<file path="src/design/lcr_pkg.sv">
`default_nettype none
package lcr_pkg;
  // register byte offsets on the bus
  localparam logic [3:0] LCR_CAP_OFS    = 4'h0;  // capability word (word 78 image)
  localparam logic [3:0] LCR_SPEED_OFS  = 4'h4;  // speed and sleep word (word 77 image)
  localparam logic [3:0] LCR_ENABLE_OFS = 4'h8;  // enable word (word 79 image), writable
  localparam logic [3:0] LCR_RAW_OFS    = 4'hC;  // requested straps before checks
  // capability word field positions
  localparam int LCR_CAP_NZ_OFS_BIT   = 1;
  localparam int LCR_CAP_AUTOACT_BIT  = 2;
  localparam int LCR_CAP_DEVPM_BIT    = 3;
  localparam int LCR_CAP_INORDER_BIT  = 4;
  localparam int LCR_CAP_NONDATA_BIT  = 5;
  localparam int LCR_CAP_HWFC_BIT     = 5;
  localparam int LCR_CAP_SNDRCV_BIT   = 6;
  localparam int LCR_CAP_KEEP_BIT     = 6;
  localparam int LCR_CAP_AUTOSNS_BIT  = 7;
  localparam int LCR_CAP_SLEEP_BIT    = 8;
  localparam int LCR_CAP_HYBRID_BIT   = 9;
  localparam int LCR_CAP_PMKEEP_BIT   = 10;
  localparam int LCR_CAP_REBUILD_BIT  = 11;
  // speed word field positions
  localparam int LCR_SPD_LSB          = 1;
  localparam int LCR_SPD_MSB          = 3;
  localparam int LCR_SPD_REDPWR_BIT   = 7;
  localparam int LCR_SPD_QUEUED_BIT   = 8;
  localparam int LCR_SPD_HOSTPM_BIT   = 9;
  localparam int LCR_SPD_TIMVAR_BIT   = 10;
  // enable word field positions
  localparam int LCR_EN_NZ_OFS_BIT    = 1;
  localparam int LCR_EN_INORDER_BIT   = 4;
  localparam int LCR_EN_HWFC_BIT      = 5;
  localparam int LCR_EN_DEVPM_BIT     = 3;
  localparam int LCR_EN_REBUILD_BIT   = 11;
  localparam logic [15:0] LCR_ENABLE_RST = 16'h0000;
  // link speed codes
  typedef enum logic [2:0] {
    LCR_SPD_NONE = 3'h0,
    LCR_SPD_GEN1 = 3'h1,
    LCR_SPD_GEN2 = 3'h2,
    LCR_SPD_GEN3 = 3'h3
  } lcr_speed_t;
  localparam int LCR_GEN1_MBPS = 1500;
  localparam int LCR_GEN2_MBPS = 3000;
  localparam int LCR_GEN3_MBPS = 6000;
endpackage
`default_nettype wire

</file>
<file path="src/design/lcr_link_capability_report.sv">
// Function
// - non-data queued bit needs queued support; bit 5 is shared and hardware control sets it without queued
// - send/receive queued bit needs queued support; bit 6 is shared and settings-kept sets it without queued
// - zero offset only unless offsets supported
// - auto-activate bit only when supported
// - no host power requests forces device bit
// - in-order bit defaults zero, guarantees ordering
// - without in-order, interleaving allowed with offsets
// - no hardware control forces its enable zero
// - settings-kept bit equals feature support; bit 6 is shared and also set by send/receive queued
// - autosense bit needs queued support
// - sleep support forces timing variables bit
// - reduced-power sleep bit forces sleep bit
// - hybrid bit only when feature supported
// - power enable kept across link reset
// - rebuild needs queued; enabled state reported
// - three-bit speed code, others reserved
// - speed code mirrored at bits 3:1
// - speed reflects only the attached link
// - gen1/2/3 mean 1.5/3.0/6.0 Gbps
// - host request bit means partial/slumber support
//
// Design decisions made here: register access over Wishbone and the address map.
`timescale 1ns/100ps
`default_nettype none
module lcr_link_capability_report (
  // clock, reset, enable
  input  wire logic              ref_clk,
  input  wire logic              rst_n,
  input  wire logic              clk_en,
  // wishbone slave
  input  wire logic              wb_cyc_i,
  input  wire logic              wb_stb_i,
  input  wire logic              wb_we_i,
  input  wire logic [3:0]        wb_adr_i,
  input  wire logic [3:0]        wb_sel_i,
  input  wire logic [31:0]       wb_dat_i,
  output logic      [31:0]       wb_dat_o,
  output logic                   wb_ack_o,
  output logic                   wb_err_o,
  // requested device configuration straps
  input  wire logic              cfg_queued,
  input  wire logic              cfg_nondata,
  input  wire logic              cfg_sndrcv,
  input  wire logic              cfg_nz_ofs,
  input  wire logic              cfg_autoact,
  input  wire logic              cfg_host_pm,
  input  wire logic              cfg_device_started_link_power_request,
  input  wire logic              cfg_inorder,
  input  wire logic              cfg_hwfc,
  input  wire logic              cfg_settings_kept_over_link_reset,
  input  wire logic              cfg_autosense,
  input  wire logic              cfg_sleep,
  input  wire logic              cfg_redpwr,
  input  wire logic              cfg_hybrid,
  input  wire logic              cfg_pm_keep,
  input  wire logic              cfg_rebuild,
  // link status from the attached phy
  input  wire logic [2:0]        phy_speed,
  input  wire logic              link_reset,
  // checked capabilities and enables for the rest of the device
  output logic                   nz_offset_allowed,
  output logic                   interleave_allowed,
  output logic                   inorder_required,
  output logic                   hwfc_enabled,
  output logic                   device_pm_enabled,
  output logic                   rebuild_enabled,
  output logic      [15:0]       cap_word,
  output logic      [15:0]       speed_word
);
  import lcr_pkg::*;

  // consistency checks applied to the requested straps
  wire logic q_ok       = cfg_queued;
  wire logic c_nondata  = cfg_nondata & q_ok;
  wire logic c_sndrcv   = cfg_sndrcv & q_ok;
  wire logic c_nz_ofs   = cfg_nz_ofs;
  wire logic c_autoact  = cfg_autoact;
  wire logic c_hostpm   = cfg_host_pm;
  wire logic c_devpm    = cfg_device_started_link_power_request | ~cfg_host_pm;
  wire logic c_inorder  = cfg_inorder;
  wire logic c_hwfc     = cfg_hwfc;
  wire logic c_keep     = cfg_settings_kept_over_link_reset;
  wire logic c_autosns  = cfg_autosense & q_ok;
  wire logic c_redpwr   = cfg_redpwr;
  wire logic c_sleep    = cfg_sleep | cfg_redpwr;
  wire logic c_timvar   = c_sleep;
  wire logic c_hybrid   = cfg_hybrid;
  wire logic c_pmkeep   = cfg_pm_keep & c_keep;
  wire logic c_rebuild  = cfg_rebuild & q_ok;

  // speed code filter: reserved codes report as not supported
  function automatic logic [2:0] lcr_speed_check(input logic [2:0] c);
    lcr_speed_check = (c > 3'(LCR_SPD_GEN3)) ? 3'(LCR_SPD_NONE) : c;
  endfunction

  // capability word image; straps pass through a register only, no bus writes
  logic [15:0] cap_nxt;
  logic [15:0] cap_r;
  always_comb begin
    cap_nxt = 16'h0000;
    cap_nxt[LCR_CAP_NZ_OFS_BIT]  = c_nz_ofs;
    cap_nxt[LCR_CAP_AUTOACT_BIT] = c_autoact;
    cap_nxt[LCR_CAP_DEVPM_BIT]   = c_devpm;
    cap_nxt[LCR_CAP_INORDER_BIT] = c_inorder;
    cap_nxt[LCR_CAP_NONDATA_BIT] = c_nondata | c_hwfc;
    cap_nxt[LCR_CAP_SNDRCV_BIT]  = c_sndrcv | c_keep;
    cap_nxt[LCR_CAP_AUTOSNS_BIT] = c_autosns;
    cap_nxt[LCR_CAP_SLEEP_BIT]   = c_sleep;
    cap_nxt[LCR_CAP_HYBRID_BIT]  = c_hybrid;
    cap_nxt[LCR_CAP_PMKEEP_BIT]  = c_pmkeep;
    cap_nxt[LCR_CAP_REBUILD_BIT] = c_rebuild;
  end

  // speed word image, speed from the directly attached link only
  logic [15:0] spd_nxt;
  logic [15:0] spd_r;
  always_comb begin
    spd_nxt = 16'h0000;
    spd_nxt[LCR_SPD_MSB:LCR_SPD_LSB] = lcr_speed_check(phy_speed);
    spd_nxt[LCR_SPD_REDPWR_BIT] = c_redpwr & c_sleep;
    spd_nxt[LCR_SPD_QUEUED_BIT] = q_ok;
    spd_nxt[LCR_SPD_HOSTPM_BIT] = c_hostpm;
    spd_nxt[LCR_SPD_TIMVAR_BIT] = c_timvar;
  end

  // bus decode
  wire logic       bus_req  = wb_cyc_i & wb_stb_i & ~wb_ack_o & ~wb_err_o;
  wire logic       hit_cap  = (wb_adr_i == LCR_CAP_OFS);
  wire logic       hit_spd  = (wb_adr_i == LCR_SPEED_OFS);
  wire logic       hit_en   = (wb_adr_i == LCR_ENABLE_OFS);
  wire logic       hit_raw  = (wb_adr_i == LCR_RAW_OFS);
  wire logic       hit_any  = hit_cap | hit_spd | hit_en | hit_raw;
  wire logic       en_wr    = bus_req & wb_we_i & hit_en;
  wire logic [15:0] raw_word = {cfg_rebuild, cfg_pm_keep, cfg_hybrid, cfg_redpwr, cfg_sleep,
                                cfg_autosense, cfg_settings_kept_over_link_reset, cfg_hwfc,
                                cfg_inorder, cfg_device_started_link_power_request, cfg_host_pm,
                                cfg_autoact, cfg_nz_ofs, cfg_sndrcv, cfg_nondata, cfg_queued};

  // enable word: write data masked by what is supported
  logic [15:0] en_r;
  logic [15:0] en_wdata;
  logic [15:0] en_nxt;
  always_comb begin
    en_wdata = en_r;
    if (wb_sel_i[0]) begin
      en_wdata[7:0] = wb_dat_i[7:0];
    end
    if (wb_sel_i[1]) begin
      en_wdata[15:8] = wb_dat_i[15:8];
    end
    en_nxt = 16'h0000;
    en_nxt[LCR_EN_NZ_OFS_BIT]  = en_wdata[LCR_EN_NZ_OFS_BIT] & c_nz_ofs;
    en_nxt[LCR_EN_INORDER_BIT] = en_wdata[LCR_EN_INORDER_BIT] & c_inorder;
    en_nxt[LCR_EN_HWFC_BIT]    = en_wdata[LCR_EN_HWFC_BIT] & c_hwfc;
    en_nxt[LCR_EN_DEVPM_BIT]   = en_wdata[LCR_EN_DEVPM_BIT] & c_devpm;
    en_nxt[LCR_EN_REBUILD_BIT] = en_wdata[LCR_EN_REBUILD_BIT] & c_rebuild;
  end

  // link reset clears all enables; only the device power enable survives, and only when power setting is preserved
  logic [15:0] en_keep;
  always_comb begin
    en_keep = LCR_ENABLE_RST;
    en_keep[LCR_EN_DEVPM_BIT] = en_r[LCR_EN_DEVPM_BIT] & c_pmkeep;
  end

  // read mux
  wire logic [15:0] rd_word = hit_cap ? cap_r :
                              hit_spd ? spd_r :
                              hit_en  ? en_r  :
                              hit_raw ? raw_word : 16'h0000;

  // image and enable registers
  always_ff @(posedge ref_clk or negedge rst_n) begin
    if (!rst_n) begin
      cap_r <= 16'h0000;
      spd_r <= 16'h0000;
      en_r  <= LCR_ENABLE_RST;
    end else if (clk_en) begin
      cap_r <= cap_nxt;
      spd_r <= spd_nxt;
      if (link_reset) begin
        en_r <= en_keep;
      end else if (en_wr) begin
        en_r <= en_nxt;
      end else begin
        en_r <= en_r & cap_filter(en_r);
      end
    end
  end

  // drops enables whose capability has gone away
  function automatic logic [15:0] cap_filter(input logic [15:0] e);
    cap_filter = 16'hFFFF;
    cap_filter[LCR_EN_NZ_OFS_BIT]  = c_nz_ofs;
    cap_filter[LCR_EN_INORDER_BIT] = c_inorder;
    cap_filter[LCR_EN_HWFC_BIT]    = c_hwfc;
    cap_filter[LCR_EN_DEVPM_BIT]   = c_devpm;
    cap_filter[LCR_EN_REBUILD_BIT] = c_rebuild;
    cap_filter = cap_filter & e;
  endfunction

  // bus answer, one cycle after the request
  always_ff @(posedge ref_clk or negedge rst_n) begin
    if (!rst_n) begin
      wb_ack_o <= 1'b0;
      wb_err_o <= 1'b0;
      wb_dat_o <= 32'h00000000;
    end else if (clk_en) begin
      wb_ack_o <= bus_req & hit_any;
      wb_err_o <= bus_req & ~hit_any;
      if (bus_req) begin
        wb_dat_o <= {16'h0000, rd_word};
      end
    end
  end

  // outputs to the data path
  assign cap_word           = cap_r;
  assign speed_word         = spd_r;
  assign nz_offset_allowed  = en_r[LCR_EN_NZ_OFS_BIT];
  assign inorder_required   = en_r[LCR_EN_INORDER_BIT] & nz_offset_allowed;
  assign interleave_allowed = ~en_r[LCR_EN_INORDER_BIT] & nz_offset_allowed;
  assign hwfc_enabled       = en_r[LCR_EN_HWFC_BIT];
  assign device_pm_enabled  = en_r[LCR_EN_DEVPM_BIT];
  assign rebuild_enabled    = en_r[LCR_EN_REBUILD_BIT];
endmodule // lcr_link_capability_report
`default_nettype wire

</file>
<file path="config.mk">
export PLATFORM = sky130hd
export DESIGN_NAME = lcr_link_capability_report
export DESIGN_NICKNAME = d
export VERILOG_FILES = /design/src/design/lcr_pkg.sv /design/src/design/lcr_link_capability_report.sv
export SDC_FILE = /design/constraint.sdc
export NUM_CORES = 1
export LEC_CHECK = 0
export BUFFER_PORTS_ARGS = -buffer_cell sky130_fd_sc_hd__buf_4
export CORE_UTILIZATION = 46
export DETAILED_ROUTE_END_ITERATION = 8
export PLACE_DENSITY = 0.9
export SLEW_MARGIN = 40
export SYNTH_ARGS = -nofsm -noshare
export SYNTH_HDL_FRONTEND = slang
export SYNTH_SLANG_ARGS = --single-unit
</file>
<file path="constraint.sdc">
create_clock -name ref_clk -period 4.3 [get_ports ref_clk]
set_input_delay 0.43 -clock ref_clk [delete_from_list [all_inputs] [get_ports ref_clk]]
set_output_delay 0.43 -clock ref_clk [all_outputs]
set_load 0.02 [all_outputs]
</file>
==> results of run 1 <==
-- layout make-up --
class                   count  area [um^2]
inverters                  12        45.04
fillers                   403         1705
clock inverters             2        10.01
multi-input cells         152        919.6
repair buffers             78        585.6
well taps                  52        65.06
flip-flops and latches     40         1001
clock buffers               6        82.58
-- worst reg2reg max path, stage by stage (launching register included) --
cell and delay (ns):
dfrtp_1 0.39, and4bb_4 0.39, nand2_2 0.23, nor2_1 0.37, a22o_1 0.19
-- synth_stat cells, drive strengths merged --
cell type  number  area share (%)
and4bb          1            0.76
inv            12             2.1
nor3b           2             1.2
o32ai           1            0.76
mux4            2             2.1
o21ai          18             4.2
and2b           1            0.35
a31o            3             1.2
nand2          20             3.6
nor2           16             2.8
mux2i           5             2.3
nor2b           3            0.88
nand3b          3             1.1
buf            38              13
dfrtp          40              47
a22oi           4             1.4
nor3            1            0.23
conb            1            0.18
clkbuf          2            0.35
a21oi          12             2.8
nand4           3             1.2
and2            1            0.29
nand3           5             1.2
mux2            8             4.4
o22ai           4             1.2
and4b           1            0.47
a22o            8             3.3
-- power breakdown --
part / switching, mW / total, mW / leakage, nW / internal (mW)
logic: 0.121 / 0.204 / 0.792 / 0.0831
clock network: 0.129 / 0.257 / 0.0510 / 0.128
registers: 0.0183 / 0.419 / 0.520 / 0.401
-- state kept, by name (all words and copies together) (netlist names) --
signal / flops
speed_word: 6
en_r: 5
cap_word: 11
wb_dat_o: 16
wb_ack_o: 1
wb_err_o: 1
-- placed cells by master (no fill, tap or decap), drive strengths merged, types with 2 or more instances in the layout --
cell,n
o22ai,4
a31o,3
nand3b,3
inv,12
o21ai,18
conb,30
mux4,2
nand4,3
mux2,8
mux2i,5
buf,78
nor2b,3
dfrtp,40
clkinv,2
nand2,20
nor2,16
a22oi,4
nor3b,2
clkbuf,6
a21oi,12
a22o,8
nand3,5
-- through the flow --
stage	instance area (um^2)	instances	hold WS (ns)	utilization, %	power (mW)
CTS	2709	342	0.1059	61.37	0.8887
floorplan	2245	244	0.1344	-	0.5579
global route	2709	342	0.1264	61.37	0.9238
detailed placement	2616	334	0.4316	59.27	0.6311
global placement	2616	334	0.4282	59.27	0.6264
finish	2709	342	0.09809	61.37	0.8803
-- cell families (layout without fill, tap and decap cells) --
| group | after synthesis | count (layout) | share of synthesized area [%] |
|---|---|---|---|
| AO/OA/AOI/OAI | 50 | 50 | 14.88 |
| AND/OR/NAND/NOR | 57 | 57 | 14.06 |
| buffers and inverters | 52 | 98 | 15.17 |
| other | 1 | 30 | 0.1756 |
| multiplexers | 15 | 15 | 8.846 |
| flip-flops | 40 | 40 | 46.87 |
-- worst max path at each step --
stage	start	to	slack [ns]	depth (start not counted)
floorplan	wb_err_o	en_r[11]	2.78	4
global placement	clk_en	wb_dat_o[13]	2.63	4
detailed placement	clk_en	wb_dat_o[14]	2.60	4
CTS	wb_err_o	wb_dat_o[14]	2.68	4
global route	wb_err_o	wb_dat_o[14]	2.58	4
finish	wb_err_o	wb_dat_o[14]	2.68	4
-- metal layers --
layer	GRT usage, %	part of all wire, %	vias to the layer above
li1	-	-	832
met3	5.916	8.3	5
met5	0	0	-
met4	7.556	1.1	0
met1	28.64	41	832
met2	35.15	49	92
==> summary.md, run 1 <==
| Metric | Value |
|---|---|
| Layout cells sized above 1 | `roughly 36%` |
| Fmax achieved | `approximately 0.62 GHz` |
| CTS max path bufs | `2` |
| Largest net degree at the start of global routing | `41` |
| Final #Nets | `355` |
| Vias in the first global route | `1647` |
| Endpoints failing setup | `0` |
| Starting Density | `between 40% and 50%` |
| Post-CTS setup buffer count | `0` |
| Area growth syn-to-layout | `26.83%` |
| Starting DRT DRC Count | `around 100` |
| Critical path class | `reg2reg` |
| Slew HR | `between 60% and 70%` |
| Critical path buffer and inverter count | `0` |
| Hold/Removal Path Class | `in2async` |
| First-pass GRT wire length | `~8300 um` |
| Critical R2R Launch | `wb_err_o` |
| Clk_lat worst skew | `roughly 0.3 ns` |
| Slowest CP cell | `dfrtp_1` |
| Die Footprint | `roughly 0.005 mm^2` |
| Tcrit/Tclk final | `~38%` |
| Total number of vias | `about 1800` |
| CTS buffer count | `5` |
| CP Capture Type | `flop` |
| Final wirelength | `a little over 5000 um` |
| Crit-path max FO | `19` |
| Final worst slack | `2.676 ns` |
| Mapped Cells | `between 200 and 250` |
| Io pins | `138` |
| Root Driver | `clkbuf_8` |
| Clock slew at reported path FFs | `roughly 0.08 ns` |
| Worst setup SP type | `flop` |
| Drt wl/cell | `approximately 15 um` |
| Cell area power density | `about 320 mW/mm^2` |
| Post-CTS Hold Fix Bufs | `0` |
| Sequential fraction of the synthesis area | `between 40% and 50%` |
| Total GRT Usage | `about 22%` |
| Post-CTS resize count | `0` |
| Slew Viols, Final | `0` |
| Synth Area per Inst | `between 9 and 10 um^2` |
| CORE AREA | `about 0.0044 mm^2` |
| GRT overflow | `0` |
| Worst clock skew | `0.006850 ns` |
| Die extent in y | `roughly 70 um` |
| Peak VDD IR | `216.2 uV` |
| Final ANT Viol Nets | `0` |
| # diodes | `0` |
| Critical path's top delay family | `simple AND/OR/NAND/NOR gates` |
| Synth warnings | `0` |
| Yosys reg bits | `40` |
| Required @ worst endpoint | `approximately 4.5 ns` |
| Initial antenna violation count | `0` |
| Max cap viols | `0` |
| Number of detailed-route iterations in the first pass | `4` |
| Tmin final | `1.624 ns` |
| Syn Std Cell Area | `0.002136 mm^2` |
| Status | `finished clean` |
| Num Clock Sinks | `40` |
| Crit-path max cell delay | `0.39 ns` |
| Detailed Place HPWL | `3862 um` |
| DR DRC count | `0` |
| Cell variety after synth | `34` |
| Fin Setup TNS | `0 ns` |
| Vias/cell | `slightly above 5` |
| Hold Vio Cnt, Final | `0` |
| GPL Wtd Cong | `0.8187` |
| R2r endpoint | `wb_dat_o[14]` |
| Crit-path cells | `and4bb_4 -> nand2_2 -> nor2_1 -> a22o_1` |
| Die width | `between 70 and 80 um` |
| RSZ-0062 raised after global routing | `false` |
| # rows | `24` |
| Arr. time, crit path | `about 1.9 ns` |
| H-Tree Depth | `2` |
| Place WS | `between 2 and 3 ns` |
| Worst reg2reg setup slack | `around 2.7 ns` |
| Worst slew pin tran | `slightly above 0.5 ns` |
| R2r worst-path depth | `4` |
| Port buffer count | `78` |
| Leak | `~1.4 nW` |
| CTS tree | `built` |
Power figures use the tool's default switching activity.
==> inputs of run 2 (changes only) <==
Settings changed: CORE_UTILIZATION 46 to 38, PLACE_DENSITY 0.9 to 0.8.
Clock period 4.3 ns to 1.4 ns, I/O delays scaled along.
==> run 2 against run 1 <==
  * The run now ends with negative setup slack left
  * Flip-flop and latch count unchanged
  * Sequential share of layout area is 1.8 points lower
  * Non-clock buffer count up 9
  * Clock skew up 0.0023 ns
  * Sequential power rose to 3.1 times the previous value
  * Clock power grew to 3.6 times the previous value
  * Critical endpoint is now en_r[11]
==> summary.md, run 2 (synthesis results as in run 1) <==
| Metric | Value |
|---|---|
| Status | `finished with violations` |
| Failing checks | `negative setup slack` |
| DR DRC count | `0` |
| Post-place instance area | `approximately 0.0027 mm^2` |
| Clk_lat worst skew | `slightly below 0.3 ns` |
| Clock slew at reported path FFs | `~0.08 ns` |
| # rows | `26` |
| Root Driver | `clkbuf_8` |
| Final worst slack | `-0.08492 ns` |
| GPL Wtd Cong | `0.8397` |
| Tmin final | `1.485 ns` |
| GRT overflow | `0` |
| Vias/cell | `about 4.8` |
| Critical path class | `reg2reg` |
| Top reg by flops | `wb_dat_o` |
| CTS buffer count | `5` |
| Critical path's top delay family | `simple AND/OR/NAND/NOR gates` |
| Crit-path cells | `and4bb_4 -> nand4_4 -> mux2_4 -> o32ai_2` |
| Number of detailed-route iterations in the first pass | `4` |
| Max reg flops | `16` |
| CTS max path bufs | `2` |
| Detailed Place HPWL | `between 4000 and 5000 um` |
| Largest net degree at the start of global routing | `41` |
| CP Capture Type | `flop` |
| Leak | `1.414 nW` |
| Final ANT Viol Nets | `0` |
| CTS tree | `built` |
| Area growth syn-to-layout | `33.45%` |
| CORE AREA | `between 0.005 and 0.006 mm^2` |
| Io pins | `138` |
| Worst setup SP type | `flop` |
| Fill cells | `a little under 500` |
| Starting DRT DRC Count | `91` |
| Critical R2R Launch | `wb_ack_o` |
| Slew Viols, Final | `0` |
| Worst clock skew | `0.009191 ns` |
| Starting Density | `about two fifths` |
| Total number of vias | `between 1500 and 2000` |
| Crit-path max cell delay | `around 0.40 ns` |
| Die Footprint | `0.005924 mm^2` |
| Num Clock Sinks | `40` |
| First-pass GRT wire length | `between 8000 and 9000 um` |
| Hold path start | `cfg_hybrid` |
| Slowest CP cell | `dfrtp_2` |
| Required @ worst endpoint | `roughly 1.6 ns` |
| Worst Setup SP | `wb_ack_o` |
| Drt wl/cell | `between 10 and 15 um` |
| Endpoints failing setup | `12` |
| Crit-path max FO | `6` |
| Cell area power density | `roughly 1000 mW/mm^2` |
| Hold/Removal Path Class | `in2reg` |
| Final wirelength | `around 5300 um` |
| Most frequent cells in the layout | `buf_4, dfrtp_1, conb_1` |
| Max cap viols | `0` |
| # diodes | `0` |
| Total GRT Usage | `between 10% and 20%` |
| Most common cell after layout, fill and taps aside | `buf_4` |
| Die extent in y | `between 70 and 80 um` |
| Hold Vio Cnt, Final | `0` |
| Tcrit/Tclk final | `106.1%` |
| Final design utilization | `between 50 and 60%` |
| Layout cells sized above 1 | `between 30% and 40%` |
| Final #Nets | `364` |
| Vias in the first global route | `1713` |
| Fmax achieved | `roughly 0.67 GHz` |
| RSZ-0062 raised after global routing | `true` |
| H-Tree Depth | `2` |
| Port buffer count | `~80` |
| Die width | `76.97 um` |
| Design area | `around 0.0029 mm^2` |
| Peak VDD IR | `roughly 740 uV` |
| Arr. time, crit path | `1.69 ns` |
| Critical path buffer and inverter count | `0` |
| Initial antenna violation count | `0` |
-- run 2: changes by cell type in the layout (fill, tap and decap cells not counted), sizes merged --
cell and delta:
dlygate4sd3 +1, bufinv +1, clkinv -1, buf +8
-- run 2: worst register-to-register path, delay by kind of cell (launching register included) --
| kind | cells | cell delay [ns] |
|---|---|---|
| muxes | 1 | 0.31 |
| DFF | 1 | 0.40 |
| and+or+nand+nor | 2 | 0.49 |
| AOI/OAI and AO/OA | 1 | 0.19 |
-- run 2: layout make-up --
class	count	area (um^2)	share of cell area (%)
Clock buffer	6	72.57	2.546
Clock inverter	2	35.03	1.229
Inverter	12	45.04	1.580
Multi-Input combinational cell	152	952.2	33.41
Sequential cell	40	1002	35.16
Tap cell	70	87.58	3.073
Timing Repair Buffer	87	655.6	23.00
-- run 2: final timing paths --
path / endpoint / slack [ns] / cells after the start
max in group asynchronous: wb_ack_o / 0.67 / 2
min: wb_dat_o[13] / 0.07 / 2
max reg2reg: en_r[11] / -0.08 / 4
max: en_r[11] / -0.08 / 4
min in group asynchronous: wb_dat_o[14] / 0.35 / 2
min reg2reg: wb_dat_o[5] / 0.49 / 2
-- run 2: metal layers --
metal | vias to the layer above | GRT usage [%] | wire, um
li1 | 847 | - | -
met1 | 813 | 23.04 | 2229
met2 | 85 | 30.71 | 2590
met3 | 9 | 4.286 | 413
met4 | 0 | 9.434 | 110
met5 | - | 0 | 0
-- run 2: metrics by stage --
stage	worst slack (ns)	instances	power, mW	hold WS [ns]	TNS (ns)
2_1_floorplan	-0.07817	244	1.716	-0.1556	-0.2108
3_3_place_gp	-0.03181	360	1.946	0.1424	-0.03181
3_5_place_dp	-0.07215	360	1.959	0.1470	-0.1452
4_1_cts	-0.06604	369	2.889	0.06302	-0.2439
5_1_grt	-0.1314	369	2.999	0.07922	-1.824
6_report	-0.08492	369	2.867	0.07023	-0.4305
-- run 2: timing repair --
item | CTS | global route
setup buffers | 0 | 0
resized for setup | 2 | 3
hold buffers | 1 | 0
hold endpoints to repair | 40 | 0
endpoints found under the setup margin | 16 | 22
pin swaps | 1 | 1
-- run 2: where the power goes --
group          total, mW  internal [mW]  leakage, nW  switching [mW]
logic              0.652          0.272        0.841           0.380
registers           1.29           1.23        0.518          0.0568
clock network      0.927          0.529       0.0552           0.398
